--- src/logic/spc_pkg.sv ---
// constants, opcodes and register map of the servo parameter command set
package spc_pkg;

  // apb register byte addresses
  localparam logic [11:0] ADDR_CMD = 12'h000;
  localparam logic [11:0] ADDR_DATA = 12'h004;
  localparam logic [11:0] ADDR_STATUS = 12'h008;
  localparam logic [11:0] ADDR_RESP = 12'h00C;
  localparam logic [11:0] ADDR_ALARM = 12'h010;

  // command word fields
  localparam int CMD_OP_LSB = 0;
  localparam int CMD_GIVEN_BIT = 8;

  // status word fields
  localparam int ST_ERROR_BIT = 0;
  localparam int ST_SLOT_LSB = 1;
  localparam int ST_PROGRAM_BIT = 5;
  localparam int ST_DAISY_BIT = 6;
  localparam int ST_LPF_OFF_BIT = 7;

  // alarm word fields
  localparam int AL_EXCESS_BIT = 0;
  localparam int AL_THERMAL_BIT = 1;
  localparam int AL_PROG_BIT = 2;
  localparam int AL_OTHER_BIT = 3;
  localparam int AL_READY_BIT = 4;

  // command opcodes
  localparam logic [7:0] OP_CHANNEL_ACCEL = 8'h01;
  localparam logic [7:0] OP_ERASE_SLOT = 8'h02;
  localparam logic [7:0] OP_SELECT_SLOT = 8'h03;
  localparam logic [7:0] OP_ALARM_RESET = 8'h04;
  localparam logic [7:0] OP_LINK_MODE = 8'h05;
  localparam logic [7:0] OP_EXCESS_LIMIT = 8'h06;
  localparam logic [7:0] OP_PULSE_RES = 8'h07;
  localparam logic [7:0] OP_CHANNEL_VEL = 8'h08;
  localparam logic [7:0] OP_DEAD_BAND = 8'h09;
  localparam logic [7:0] OP_SENSE_FLIP = 8'h0A;
  localparam logic [7:0] OP_FRICTION = 8'h0B;
  localparam logic [7:0] OP_PHASE_ORDER = 8'h0C;
  localparam logic [7:0] OP_FF_GAIN = 8'h0D;
  localparam logic [7:0] OP_BYPASS_SPEED = 8'h0E;
  localparam logic [7:0] OP_LOWPASS_FREQ = 8'h0F;
  localparam logic [7:0] OP_FB_RES = 8'h10;
  localparam logic [7:0] OP_GLOBAL_ACCEL = 8'h11;
  localparam logic [7:0] OP_GLOBAL_VEL = 8'h12;
  localparam logic [7:0] OP_QUERY = 8'h20;
  localparam logic [7:0] OP_END_PROGRAM = 8'h21;

  // value limits (accel/velocity in 0.01 units, gain in 0.0001 units)
  localparam logic [31:0] MAX_SLOT = 32'h0000000F;
  localparam logic [31:0] MAX_LIMIT = 32'h05F5E0FF;
  localparam logic [31:0] MAX_PULSE_RES = 32'h00000005;
  localparam logic [31:0] MAX_DEAD_BAND = 32'h00000FFF;
  localparam logic [31:0] MAX_FRICTION = 32'h000007FF;
  localparam logic [31:0] MAX_GAIN = 32'h00002710;
  localparam logic [31:0] MIN_LOWPASS = 32'h0000000A;
  localparam logic [31:0] MAX_LOWPASS = 32'h000001F4;
  localparam logic [31:0] MAX_BIT = 32'h00000001;
  localparam logic [15:0] DEF_MAX_ACCEL = 16'h0FA0;
  localparam logic [15:0] DEF_MAX_VEL = 16'h012C;

  // reset values
  localparam logic [26:0] RST_LIMIT = 27'h000C350;
  localparam logic [2:0] RST_PULSE_RES = 3'h0;
  localparam logic RST_LINK_MODE = 1'b0;

  typedef enum logic {st_standby, st_program} spc_state_type;

endpackage : spc_pkg

--- src/logic/spc_servo_params.sv ---
// servo parameter command interpreter with apb register access
// Operation
// channel_accel only while slot programming, else error
// zero slot acceleration falls back to global_accel
// channel_velocity only while slot programming, else error
// zero slot velocity falls back to global_velocity
// erase_slot_program clears slot 0-15, default 0
// select_program_slot picks slot 0-15, default 0
// host programs slots only with servo off
// alarm reset clears only three alarm kinds
// link_topology_mode takes effect only at power-on
// error above limit raises alarm, opens ready
// zero excess_error_limit disables excess detection
// pulse_train_resolution picks six codes, immediate effect
// position_dead_band holds 0 to 4095
// scale_sense_flip reverses position counting direction
// static_friction_offset 0-2047, zero disables compensation
// feedback_phase_order sets which phase leads
// feedforward_gain 0 to 1.0000, zero cancels
// filter_bypass_speed toggles filters, zero keeps active
// primary_lowpass_freq 10-500 Hz, zero means off
// feedback_resolution 1 suppresses A/B unless fixed 12-bit
// every stored parameter readable by query
// out-of-range value rejected, old value kept
`timescale 1ns/1ps
module spc_servo_params
  import spc_pkg::*;
#(
  parameter logic [15:0] MAX_ACCEL = DEF_MAX_ACCEL,
  parameter logic [15:0] MAX_VEL = DEF_MAX_VEL
) (
  // clock and reset
  input wire logic clk_sys,
  input wire logic rst,
  // apb slave
  input wire logic psel,
  input wire logic penable,
  input wire logic pwrite,
  input wire logic [11:0] paddr,
  input wire logic [31:0] pwdata,
  output logic [31:0] prdata,
  output logic pready,
  output logic pslverr,
  // servo loop status, same clock
  input wire logic [31:0] pos_err_mag,
  input wire logic [15:0] motor_speed,
  input wire logic thermal_trip,
  input wire logic prog_fault,
  input wire logic other_alarm,
  input wire logic resolver_12bit_fixed,
  // slot execution pins
  input wire logic run_req,
  input wire logic [3:0] run_slot,
  // settings to servo loop
  output logic [15:0] run_accel,
  output logic [15:0] run_vel,
  output logic driver_ready_output,
  output logic link_daisy,
  output logic [2:0] pulse_res_code,
  output logic [11:0] dead_band,
  output logic sense_flip,
  output logic [10:0] friction_offset,
  output logic phase_b_leads,
  output logic phase_ab_enable,
  output logic [13:0] ff_gain,
  output logic ff_enable,
  output logic filter_active,
  output logic [8:0] lowpass_freq,
  output logic lowpass_off
);

  ////////////////////////////////////////////////////////////////////////////
  // stored parameters
  spc_state_type state;
  logic [3:0] sel_slot;
  logic cmd_error;
  logic [15:0] slot_accel [16];
  logic [15:0] slot_vel [16];
  logic [15:0] global_accel;
  logic [15:0] global_vel;
  logic link_mode;
  logic [26:0] excess_limit;
  logic [2:0] pulse_res;
  logic [11:0] dband;
  logic flip;
  logic [10:0] fric;
  logic phase_order;
  logic [13:0] ffg;
  logic [15:0] bypass_speed;
  logic [8:0] lpf;
  logic fb_res;
  logic alarm_excess;
  logic alarm_thermal;
  logic alarm_prog;
  logic [31:0] data_reg;
  logic [31:0] resp;
  logic link_taken;

  ////////////////////////////////////////////////////////////////////////////
  // apb slave
  logic setup;
  logic mapped;
  logic wr_acc;
  logic cmd_go;
  logic [7:0] op;
  logic [31:0] arg;
  logic [31:0] read_mux;

  assign setup = psel && !penable;
  assign mapped = (paddr == ADDR_CMD) || (paddr == ADDR_DATA) || (paddr == ADDR_STATUS) ||
    (paddr == ADDR_RESP) || (paddr == ADDR_ALARM);
  assign wr_acc = psel && penable && pwrite && pready && !pslverr;
  assign cmd_go = wr_acc && (paddr == ADDR_CMD);
  assign op = pwdata[CMD_OP_LSB +: 8];
  assign arg = pwdata[CMD_GIVEN_BIT] ? data_reg : 32'h00000000;

  always_comb begin
    read_mux = 32'h00000000;
    case (paddr)
      ADDR_DATA: read_mux = data_reg;
      ADDR_RESP: read_mux = resp;
      ADDR_STATUS: begin
        read_mux[ST_ERROR_BIT] = cmd_error;
        read_mux[ST_SLOT_LSB +: 4] = sel_slot;
        read_mux[ST_PROGRAM_BIT] = (state == st_program);
        read_mux[ST_DAISY_BIT] = link_daisy;
        read_mux[ST_LPF_OFF_BIT] = lowpass_off;
      end
      ADDR_ALARM: begin
        read_mux[AL_EXCESS_BIT] = alarm_excess;
        read_mux[AL_THERMAL_BIT] = alarm_thermal;
        read_mux[AL_PROG_BIT] = alarm_prog;
        read_mux[AL_OTHER_BIT] = other_alarm;
        read_mux[AL_READY_BIT] = driver_ready_output;
      end
      default: read_mux = 32'h00000000;
    endcase
  end

  always_ff @(posedge clk_sys or posedge rst) begin
    if (rst) begin
      pready <= 1'b0;
      pslverr <= 1'b0;
      prdata <= 32'h00000000;
    end else begin
      pready <= setup;
      pslverr <= setup && !mapped;
      if (setup && !pwrite) begin
        prdata <= read_mux;
      end
    end
  end

  always_ff @(posedge clk_sys or posedge rst) begin
    if (rst) begin
      data_reg <= 32'h00000000;
    end else if (wr_acc && (paddr == ADDR_DATA)) begin
      data_reg <= pwdata;
    end
  end

  ////////////////////////////////////////////////////////////////////////////
  // query readback
  function automatic logic [31:0] param_value(input logic [7:0] sel);
    param_value = 32'h00000000;
    case (sel)
      OP_SELECT_SLOT: param_value = {28'h0000000, sel_slot};
      OP_CHANNEL_ACCEL: param_value = {16'h0000, slot_accel[sel_slot]};
      OP_CHANNEL_VEL: param_value = {16'h0000, slot_vel[sel_slot]};
      OP_GLOBAL_ACCEL: param_value = {16'h0000, global_accel};
      OP_GLOBAL_VEL: param_value = {16'h0000, global_vel};
      OP_LINK_MODE: param_value = {31'h00000000, link_mode};
      OP_EXCESS_LIMIT: param_value = {5'h00, excess_limit};
      OP_PULSE_RES: param_value = {29'h00000000, pulse_res};
      OP_DEAD_BAND: param_value = {20'h00000, dband};
      OP_SENSE_FLIP: param_value = {31'h00000000, flip};
      OP_FRICTION: param_value = {21'h000000, fric};
      OP_PHASE_ORDER: param_value = {31'h00000000, phase_order};
      OP_FF_GAIN: param_value = {18'h00000, ffg};
      OP_BYPASS_SPEED: param_value = {16'h0000, bypass_speed};
      OP_LOWPASS_FREQ: param_value = {23'h000000, lpf};
      OP_FB_RES: param_value = {31'h00000000, fb_res};
      default: param_value = 32'h00000000;
    endcase
  endfunction : param_value

  ////////////////////////////////////////////////////////////////////////////
  // command interpreter
  logic bad;

  always_comb begin
    bad = 1'b0;
    case (op)
      OP_CHANNEL_ACCEL: bad = (state != st_program) || (arg > {16'h0000, MAX_ACCEL});
      OP_CHANNEL_VEL: bad = (state != st_program) || (arg > {16'h0000, MAX_VEL});
      OP_ERASE_SLOT, OP_SELECT_SLOT: bad = arg > MAX_SLOT;
      OP_GLOBAL_ACCEL: bad = arg > {16'h0000, MAX_ACCEL};
      OP_GLOBAL_VEL, OP_BYPASS_SPEED: bad = arg > {16'h0000, MAX_VEL};
      OP_LINK_MODE, OP_SENSE_FLIP, OP_PHASE_ORDER, OP_FB_RES: bad = arg > MAX_BIT;
      OP_EXCESS_LIMIT: bad = arg > MAX_LIMIT;
      OP_PULSE_RES: bad = arg > MAX_PULSE_RES;
      OP_DEAD_BAND: bad = arg > MAX_DEAD_BAND;
      OP_FRICTION: bad = arg > MAX_FRICTION;
      OP_FF_GAIN: bad = arg > MAX_GAIN;
      OP_LOWPASS_FREQ: bad = (arg != 32'h00000000) &&
        ((arg < MIN_LOWPASS) || (arg > MAX_LOWPASS));
      OP_ALARM_RESET, OP_QUERY, OP_END_PROGRAM: bad = 1'b0;
      default: bad = 1'b1;
    endcase
  end

  always_ff @(posedge clk_sys or posedge rst) begin
    if (rst) begin
      cmd_error <= 1'b0;
      state <= st_standby;
      sel_slot <= 4'h0;
      resp <= 32'h00000000;
    end else if (cmd_go) begin
      cmd_error <= bad;
      if (!bad) begin
        case (op)
          OP_SELECT_SLOT: begin
            sel_slot <= arg[3:0];
            state <= st_program;
          end
          OP_END_PROGRAM: state <= st_standby;
          OP_QUERY: resp <= param_value(data_reg[7:0]);
          default: state <= state;
        endcase
      end
    end
  end

  always_ff @(posedge clk_sys or posedge rst) begin
    if (rst) begin
      for (int i = 0; i < 16; i++) begin
        slot_accel[i] <= 16'h0000;
        slot_vel[i] <= 16'h0000;
      end
    end else if (cmd_go && !bad) begin
      if (op == OP_CHANNEL_ACCEL) begin
        slot_accel[sel_slot] <= arg[15:0];
      end
      if (op == OP_CHANNEL_VEL) begin
        slot_vel[sel_slot] <= arg[15:0];
      end
      if (op == OP_ERASE_SLOT) begin
        slot_accel[arg[3:0]] <= 16'h0000;
        slot_vel[arg[3:0]] <= 16'h0000;
      end
    end
  end

  always_ff @(posedge clk_sys or posedge rst) begin
    if (rst) begin
      global_accel <= 16'h0000;
      global_vel <= 16'h0000;
      link_mode <= RST_LINK_MODE;
      excess_limit <= RST_LIMIT;
      pulse_res <= RST_PULSE_RES;
      dband <= 12'h000;
      flip <= 1'b0;
      fric <= 11'h000;
      phase_order <= 1'b0;
      ffg <= 14'h0000;
      bypass_speed <= 16'h0000;
      lpf <= 9'h000;
      fb_res <= 1'b0;
    end else if (cmd_go && !bad) begin
      case (op)
        OP_GLOBAL_ACCEL: global_accel <= arg[15:0];
        OP_GLOBAL_VEL: global_vel <= arg[15:0];
        OP_LINK_MODE: link_mode <= arg[0];
        OP_EXCESS_LIMIT: excess_limit <= arg[26:0];
        OP_PULSE_RES: pulse_res <= arg[2:0];
        OP_DEAD_BAND: dband <= arg[11:0];
        OP_SENSE_FLIP: flip <= arg[0];
        OP_FRICTION: fric <= arg[10:0];
        OP_PHASE_ORDER: phase_order <= arg[0];
        OP_FF_GAIN: ffg <= arg[13:0];
        OP_BYPASS_SPEED: bypass_speed <= arg[15:0];
        OP_LOWPASS_FREQ: lpf <= arg[8:0];
        OP_FB_RES: fb_res <= arg[0];
        default: lpf <= lpf;
      endcase
    end
  end

  ////////////////////////////////////////////////////////////////////////////
  // power-on capture of link mode
  always_ff @(posedge clk_sys or posedge rst) begin
    if (rst) begin
      link_taken <= 1'b0;
      link_daisy <= 1'b0;
    end else if (!link_taken) begin
      link_taken <= 1'b1;
      link_daisy <= link_mode;
    end
  end

  ////////////////////////////////////////////////////////////////////////////
  // alarms and ready
  logic clear_req;
  logic excess_hit;

  assign clear_req = cmd_go && (op == OP_ALARM_RESET);
  assign excess_hit = (excess_limit != 27'h0000000) && (pos_err_mag > {5'h00, excess_limit});

  always_ff @(posedge clk_sys or posedge rst) begin
    if (rst) begin
      alarm_excess <= 1'b0;
      alarm_thermal <= 1'b0;
      alarm_prog <= 1'b0;
      driver_ready_output <= 1'b0;
    end else begin
      alarm_excess <= excess_hit || (alarm_excess && !clear_req);
      alarm_thermal <= thermal_trip || (alarm_thermal && !clear_req);
      alarm_prog <= prog_fault || (alarm_prog && !clear_req);
      driver_ready_output <= !(alarm_excess || alarm_thermal || alarm_prog || other_alarm);
    end
  end

  ////////////////////////////////////////////////////////////////////////////
  // slot execution
  logic [1:0] run_sync;
  logic [3:0] slot_s1;
  logic [3:0] slot_s2;
  logic run_prev;

  always_ff @(posedge clk_sys or posedge rst) begin
    if (rst) begin
      run_sync <= 2'b00;
      slot_s1 <= 4'h0;
      slot_s2 <= 4'h0;
      run_prev <= 1'b0;
    end else begin
      run_sync <= {run_sync[0], run_req};
      slot_s1 <= run_slot;
      slot_s2 <= slot_s1;
      run_prev <= run_sync[1];
    end
  end

  always_ff @(posedge clk_sys or posedge rst) begin
    if (rst) begin
      run_accel <= 16'h0000;
      run_vel <= 16'h0000;
    end else if (run_sync[1] && !run_prev) begin
      run_accel <= (slot_accel[slot_s2] == 16'h0000) ? global_accel : slot_accel[slot_s2];
      run_vel <= (slot_vel[slot_s2] == 16'h0000) ? global_vel : slot_vel[slot_s2];
    end
  end

  ////////////////////////////////////////////////////////////////////////////
  // settings to servo loop
  always_ff @(posedge clk_sys or posedge rst) begin
    if (rst) begin
      pulse_res_code <= RST_PULSE_RES;
      dead_band <= 12'h000;
      sense_flip <= 1'b0;
      friction_offset <= 11'h000;
      phase_b_leads <= 1'b0;
      phase_ab_enable <= 1'b1;
      ff_gain <= 14'h0000;
      ff_enable <= 1'b0;
      filter_active <= 1'b1;
      lowpass_freq <= 9'h000;
      lowpass_off <= 1'b1;
    end else begin
      pulse_res_code <= pulse_res;
      dead_band <= dband;
      sense_flip <= flip;
      friction_offset <= fric;
      phase_b_leads <= phase_order;
      phase_ab_enable <= !fb_res || resolver_12bit_fixed;
      ff_gain <= ffg;
      ff_enable <= ffg != 14'h0000;
      filter_active <= (bypass_speed == 16'h0000) || (motor_speed < bypass_speed);
      lowpass_freq <= lpf;
      lowpass_off <= lpf == 9'h000;
    end
  end

  ////////////////////////////////////////////////////////////////////////////
  // checks
  a_accel_standby: assert property (@(posedge clk_sys) disable iff (rst)
    cmd_go && op == OP_CHANNEL_ACCEL && state == st_standby |=> cmd_error)
    else $error("channel accel accepted in standby");
  a_vel_standby: assert property (@(posedge clk_sys) disable iff (rst)
    cmd_go && op == OP_CHANNEL_VEL && state == st_standby
      |=> cmd_error && $stable(slot_vel[sel_slot]))
    else $error("channel velocity accepted in standby");
  a_accel_fallback: assert property (@(posedge clk_sys) disable iff (rst)
    run_sync[1] && !run_prev && slot_accel[slot_s2] == 16'h0000 |=> run_accel == $past(global_accel))
    else $error("zero slot accel did not use global");
  a_excess_raise: assert property (@(posedge clk_sys) disable iff (rst)
    excess_hit |=> alarm_excess ##1 !driver_ready_output)
    else $error("excess error did not open ready");
  a_limit_off: assert property (@(posedge clk_sys) disable iff (rst)
    $rose(alarm_excess) |-> $past(excess_limit) != 27'h0000000)
    else $error("excess alarm raised with zero limit");
  a_clear_keep: assert property (@(posedge clk_sys) disable iff (rst)
    clear_req && other_alarm |=> ##1 !driver_ready_output)
    else $error("alarm reset cleared other alarm");
  a_link_fixed: assert property (@(posedge clk_sys) disable iff (rst)
    link_taken |=> $stable(link_daisy))
    else $error("link mode changed after power-on");
  a_range_keep: assert property (@(posedge clk_sys) disable iff (rst)
    cmd_go && op == OP_DEAD_BAND && arg > MAX_DEAD_BAND |=> cmd_error && $stable(dband))
    else $error("out of range dead band stored");
  a_phase_off: assert property (@(posedge clk_sys) disable iff (rst)
    fb_res && !resolver_12bit_fixed |=> !phase_ab_enable)
    else $error("phase A/B output not suppressed");
  a_filter_on: assert property (@(posedge clk_sys) disable iff (rst)
    bypass_speed == 16'h0000 |=> filter_active)
    else $error("filters inactive with zero bypass speed");
  a_slot_select: assert property (@(posedge clk_sys) disable iff (rst)
    cmd_go && op == OP_SELECT_SLOT && !pwdata[CMD_GIVEN_BIT]
      |=> sel_slot == 4'h0 && state == st_program)
    else $error("default slot not zero");

endmodule : spc_servo_params

--- config.mk ---
export PLATFORM = sky130hd
export DESIGN_NAME = spc_servo_params
export DESIGN_NICKNAME = d
export VERILOG_FILES = /design/src/logic/spc_pkg.sv /design/src/logic/spc_servo_params.sv
export SDC_FILE = /design/constraint.sdc
export NUM_CORES = 2
export LEC_CHECK = 0
export BUFFER_PORTS_ARGS = -buffer_cell sky130_fd_sc_hd__buf_2
export CORE_ASPECT_RATIO = 1.25
export CORE_UTILIZATION = 55
export CTS_BUF_LIST = sky130_fd_sc_hd__clkbuf_8
export CTS_CLUSTER_SIZE = 8
export DETAILED_ROUTE_END_ITERATION = 16
export PLACE_DENSITY = 0.76
export SLEW_MARGIN = 20
export SYNTH_ARGS = -nofsm -noshare
export SYNTH_HDL_FRONTEND = slang
export SYNTH_SLANG_ARGS = --single-unit
--- constraint.sdc ---
create_clock -name clk_sys -period 25.6 [get_ports clk_sys]
set_input_delay 3.84 -clock clk_sys [delete_from_list [all_inputs] [get_ports clk_sys]]
set_output_delay 3.84 -clock clk_sys [all_outputs]
set_load 0.02 [all_outputs]
# Yosys cells after proc, flatten, opt, wreduce, memory -nomap -nowiden
# Cells that the tools add are included.
word_totals:
  out_inout_bits: 123
  regBits: 848
classes:
  n_mux: 33
  reduce_logical: 72
  eq_ne: 40
  bitwise: 8
  magnitude_cmp: 18
op_table:
  columns: ["operator", "n"]
  rows:
  - ["$mux W256", 6]
  - ["$and A256 B256 Y256", 2]
  - ["$bwmux W256", 2]
  - ["$pmux W27 S16", 1]
  - ["$bmux W16 S4", 4]
  - ["$not A256 Y256", 1]
  - ["$mux W16", 12]
  - ["$demux W16 S4", 2]
  - ["$eq A8 B4 Y1 const B", 16]
  - ["$gt A32 B12 Y1 const B", 2]
  - ["$gt A32 B9 Y1 const B", 2]
  - ["$eq A8 B3 Y1 const B", 7]
  - ["$eq A8 B5 Y1 const B", 6]
  - ["$logic_not A16 Y1", 3]
  - ["$pmux W24 S2", 1]
  - ["$gt A32 B1 Y1 const B", 1]
  - ["$gt A32 B11 Y1 const B", 1]
  - ["$gt A32 B14 Y1 const B", 1]
  - ["$gt A32 B27 Y1", 1]
  - ["$gt A32 B27 Y1 const B", 1]
  - ["$gt A32 B3 Y1 const B", 1]
  - ["$gt A32 B4 Y1 const B", 1]
  - ["$lt A32 B4 Y1 const B", 1]
  - ["$mux W32", 1]
  - ["other kinds (29)", 95]

# Logic depth before layout (Yosys ltp)
logic_depth:
  ltp_word: 10
  mapped_depth: 14

# Worst setup path after synthesis
# No wires, ideal clock.
synth_path:
  path_kind: "input to register"
  startpoint: "in paddr[3]"
  endpoint: "reg dband[0]"
  required_time_ns: 25.472
  setup_ns: 0.128
  setup_slack_ns: 19.113
  t_arrival_ns: 6.359
  path_stages: 11
  cell_sequence: "or2_1 -> or4_1 -> nor3_1 -> nand3_1 -> a2111oi_0 -> and4_1 -> buf_6 -> buf_6 -> nor4b_4 -> buf_4 -> mux2_1"
synth_between:
  elab_chain_cells: 4
synth_lines:
  columns: ["element", "line_no", "rtl"]
  rows:
  - ["start, declared", "spc_servo_params.sv:39", "input wire logic [11:0] paddr,"]
  - ["$logic_not A12 Y1", "spc_servo_params.sv:113", "assign cmd_go = wr_acc && (paddr == ADDR_CMD);"]
  - ["$logic_and A1 B1 Y1", "spc_servo_params.sv:113", null]
  - ["$logic_and A1 B1 Y1", "spc_servo_params.sv:269", "end else if (cmd_go && !bad) begin"]
  - ["$reduce_and A2 Y1 (no source line)", null, null]
  - ["end signal, assigned", "spc_servo_params.sv:276", "OP_DEAD_BAND: dband <= arg[11:0];"]
  - ["end, declared", "spc_servo_params.sv:84", "logic [11:0] dband;"]
# Every way passes these cells.
# A chain may end at the register's enable or synchronous reset.

==> metrics.md <==
| Metric | Value |
|---|---|
| First-pass DRT Iterations | `6` |
| Final-stage net count | `3,476` |
| Hold/Removal Path Class | `reg -> reg` |
| CTS tree | `yes` |
| Largest family of logic cells by synthesized area | `multiplexers` |
| Most frequent cell after synthesis | `dfrtp_1` |
| DRC Markers | `0` |
| Leading area contributor after synthesis | `dfrtp_1` |
| Drt via density | `7.05` |
| DR iter-0 viols | `3,798` |
| CP max FO | `80` |
| MaxCap Viol Count | `0` |
| Fmax achieved | `130 MHz` |
| Area grow syn2layout | `10.9%` |
| Post-Synth XOR/XNOR Area | `0.0426%` |
| RSZ-0062 raised after global routing | `no` |
| Initial antenna violation count | `7` |
| Antenna Nets Post-Route | `0` |
| Setup tns final | `0 ns` |
| Placer congestion estimate | `1.04` |
| DIE AREA | `0.0759 sq mm` |
| WL final | `137,000 um` |
| Global-route wire length before repair | `205,000 um` |
| Die Y | `308 um` |
| Post-synthesis register bit count | `843` |
| Largest cells by area after synthesis | `dfrtp_1 (51%), mux4_2 (18%), a22o_1 (6.4%)` |
| Syn_area_per_cell | `13.0 sq um` |
| Final Util | `62.0%` |
| Die W | `247 um` |
| Post-synth EDFFs | `0` |
| Starting Density | `55.9%` |
| Final hold viol count | `0` |
| CTS sink count | `843` |
| Final worst path period share | `30.1%` |
| CP Class | `in -> async` |
| Reg2reg setup slack | `20.56 ns` |
| Adder-Cell Fraction of Synth Area | `1.28%` |
| Clock Latency Late Sink | `0.83 ns` |
| Setup Fix Bufs, Post-CTS | `0` |
| Yosys cell types | `79` |
| H-Tree Depth | `4` |
| Syn_nets | `3,304` |
| Fin crit period | `7.70 ns` |
| Via count | `30.9k` |
| Seq/Total Area, Yosys | `51.3%` |
| Root Driver | `clkbuf_8` |
| Core Footprint | `0.0736 sq mm` |
| Status | `finished clean` |
| Hpwl dp | `93,300 um` |
| Number of global-route vias before repair | `31.7k` |
| P per Cell Area | `56.6 mW/mm^2` |
| WL/cell | `31.3 um` |
| Main synth FF type | `dfrtp_1` |
| Cell Area, Synth | `0.0411 sq mm` |
| Cts hold-fix bufs | `0` |
| Post-synthesis simple-gate area fraction | `10.9%` |
| Gate Count Post-Synth | `3,156` |
| Warning count from the yosys run | `0` |
| Worst-path clk slew | `0.06 ns` |
| Post-synthesis mux area share | `21.1%` |
| Kind of end point of the critical path | `async pin` |
| Arrival @ worst endpoint | `8.57 ns` |
| VDD IR max | `0.0453 mV` |
| Leak Pwr | `20.8 nW` |
| CTS Buf Count | `137` |
| Input/output buffers | `228` |
| Largest regs | `slot_accel (256), slot_vel (256)` |
| Post-cts sizing count | `0` |
| Post-synth top area share | `50.8%` |
| Async S/R FF share, synth | `100%` |
| Share of cells above drive strength 1 | `28.4%` |
| Final Slew Violations | `0` |
| Worst Max-Slew Pin Slew | `1.28 ns` |
| Gr ovfl total | `0` |
| Setup violators final | `0` |
| Total GRT Usage | `36.9%` |
| Worst setup SP type | `input port` |
| Compound-gate portion of the synthesized area | `12.2%` |
| Final Skew | `0.0312 ns` |
| Slew headroom | `15.0%` |
| Io pins | `229` |
| Critical path required time | `26.46 ns` |
| Largest net degree at the start of global routing | `211` |
| CTS max path bufs | `3` |
| Synth cell count leaders | `dfrtp_1 (834), mux4_2 (320), a22o_1 (299)` |
| Rows | `111` |
[path summary, 6_finish.rpt]
kind / from / to / cells after the start
worst min register to register: run_sync[0] / run_sync[1] / 0
min in group asynchronous: rst / data_reg[21] / 2
worst max-delay path: rst / slot_vel[18] / 7
max in group clk_sys: pwdata[8] / dband[11] / 11
worst min-delay path: run_sync[0] / run_sync[1] / 0
worst max register to register: slot_s2[1] / run_accel[6] / 9
[cell usage in the layout (no fill, tap or decap), types with 39 or more instances in the layout]
cell / netlist / routed
inv_1: 57 / 110
a21oi_1: 41 / 41
dfrtp_1: 834 / 827
buf_4: 6 / 43
mux2_2: 84 / 84
clkbuf_8: 0 / 157
mux4_2: 320 / 320
nor2_1: 161 / 159
buf_2: 67 / 228
ha_1: 42 / 42
a22o_1: 299 / 299
a22oi_1: 39 / 39
nand2_1: 231 / 231
and2_1: 186 / 186
o21ai_0: 129 / 129
o2bb2ai_1: 40 / 40
nand3_1: 41 / 41
[layer usage]
| metal | track usage, % | part of all wire, % | vias to the layer above |
|---|---|---|---|
| met1 | 43.4 | 34 | 15720 |
| met4 | 27.6 | 8.5 | 4 |
| met5 | 0.784 | 0.069 | - |
| met2 | 57.1 | 47 | 2255 |
| li1 | - | - | 12341 |
| met3 | 11.0 | 11 | 591 |
[area by class of cell]
class	instances	area [sq um]
Clock inverter	75	407
Antenna cell	4	10.0
Timing Repair Buffer	279	1610
Inverter	57	218
Fill cell	5492	28000
Multi-Input combinational cell	2010	18900
Clock buffer	157	2160
Sequential cell	843	21100
Tap cell	960	1200
[per-stage QoR]
step	power [mW]	hold WS, ns	setup slack, ns	instance area (sq um)	cells
2_1_floorplan	1.44	0.331	10.19	41100	3156
3_3_place_gp	1.47	0.336	16.85	43000	4147
3_5_place_dp	1.48	0.338	16.59	43000	4147
4_1_cts	2.59	0.350	17.43	45500	4379
5_1_grt	2.66	0.351	17.23	45600	4382
6_report	2.58	0.349	17.90	45600	4385
[critical path: stages]
cell and delay [ns]:
buf_2 0.11, clkinvlp_4 0.50, buf_4 0.83, buf_4 0.90, buf_4 0.77, buf_4 0.76
buf_6 0.65
[power breakdown]
group | total (mW) | internal [mW] | switching (mW)
registers | 1.35 | 1.34 | 0.0119
clock network | 1.13 | 0.565 | 0.561
logic | 0.102 | 0.0314 | 0.0704
[logic make-up after synthesis]
logic type	Yosys count
other	1
adder cells (fa/ha/maj)	42
AND/OR/NAND/NOR	849
buffers and inverters	303
AO/OA/AOI/OAI	667
multiplexers	449
XOR/XNOR	2
flip-flops	843
Note: power is estimated with default switching activity, not from simulation.
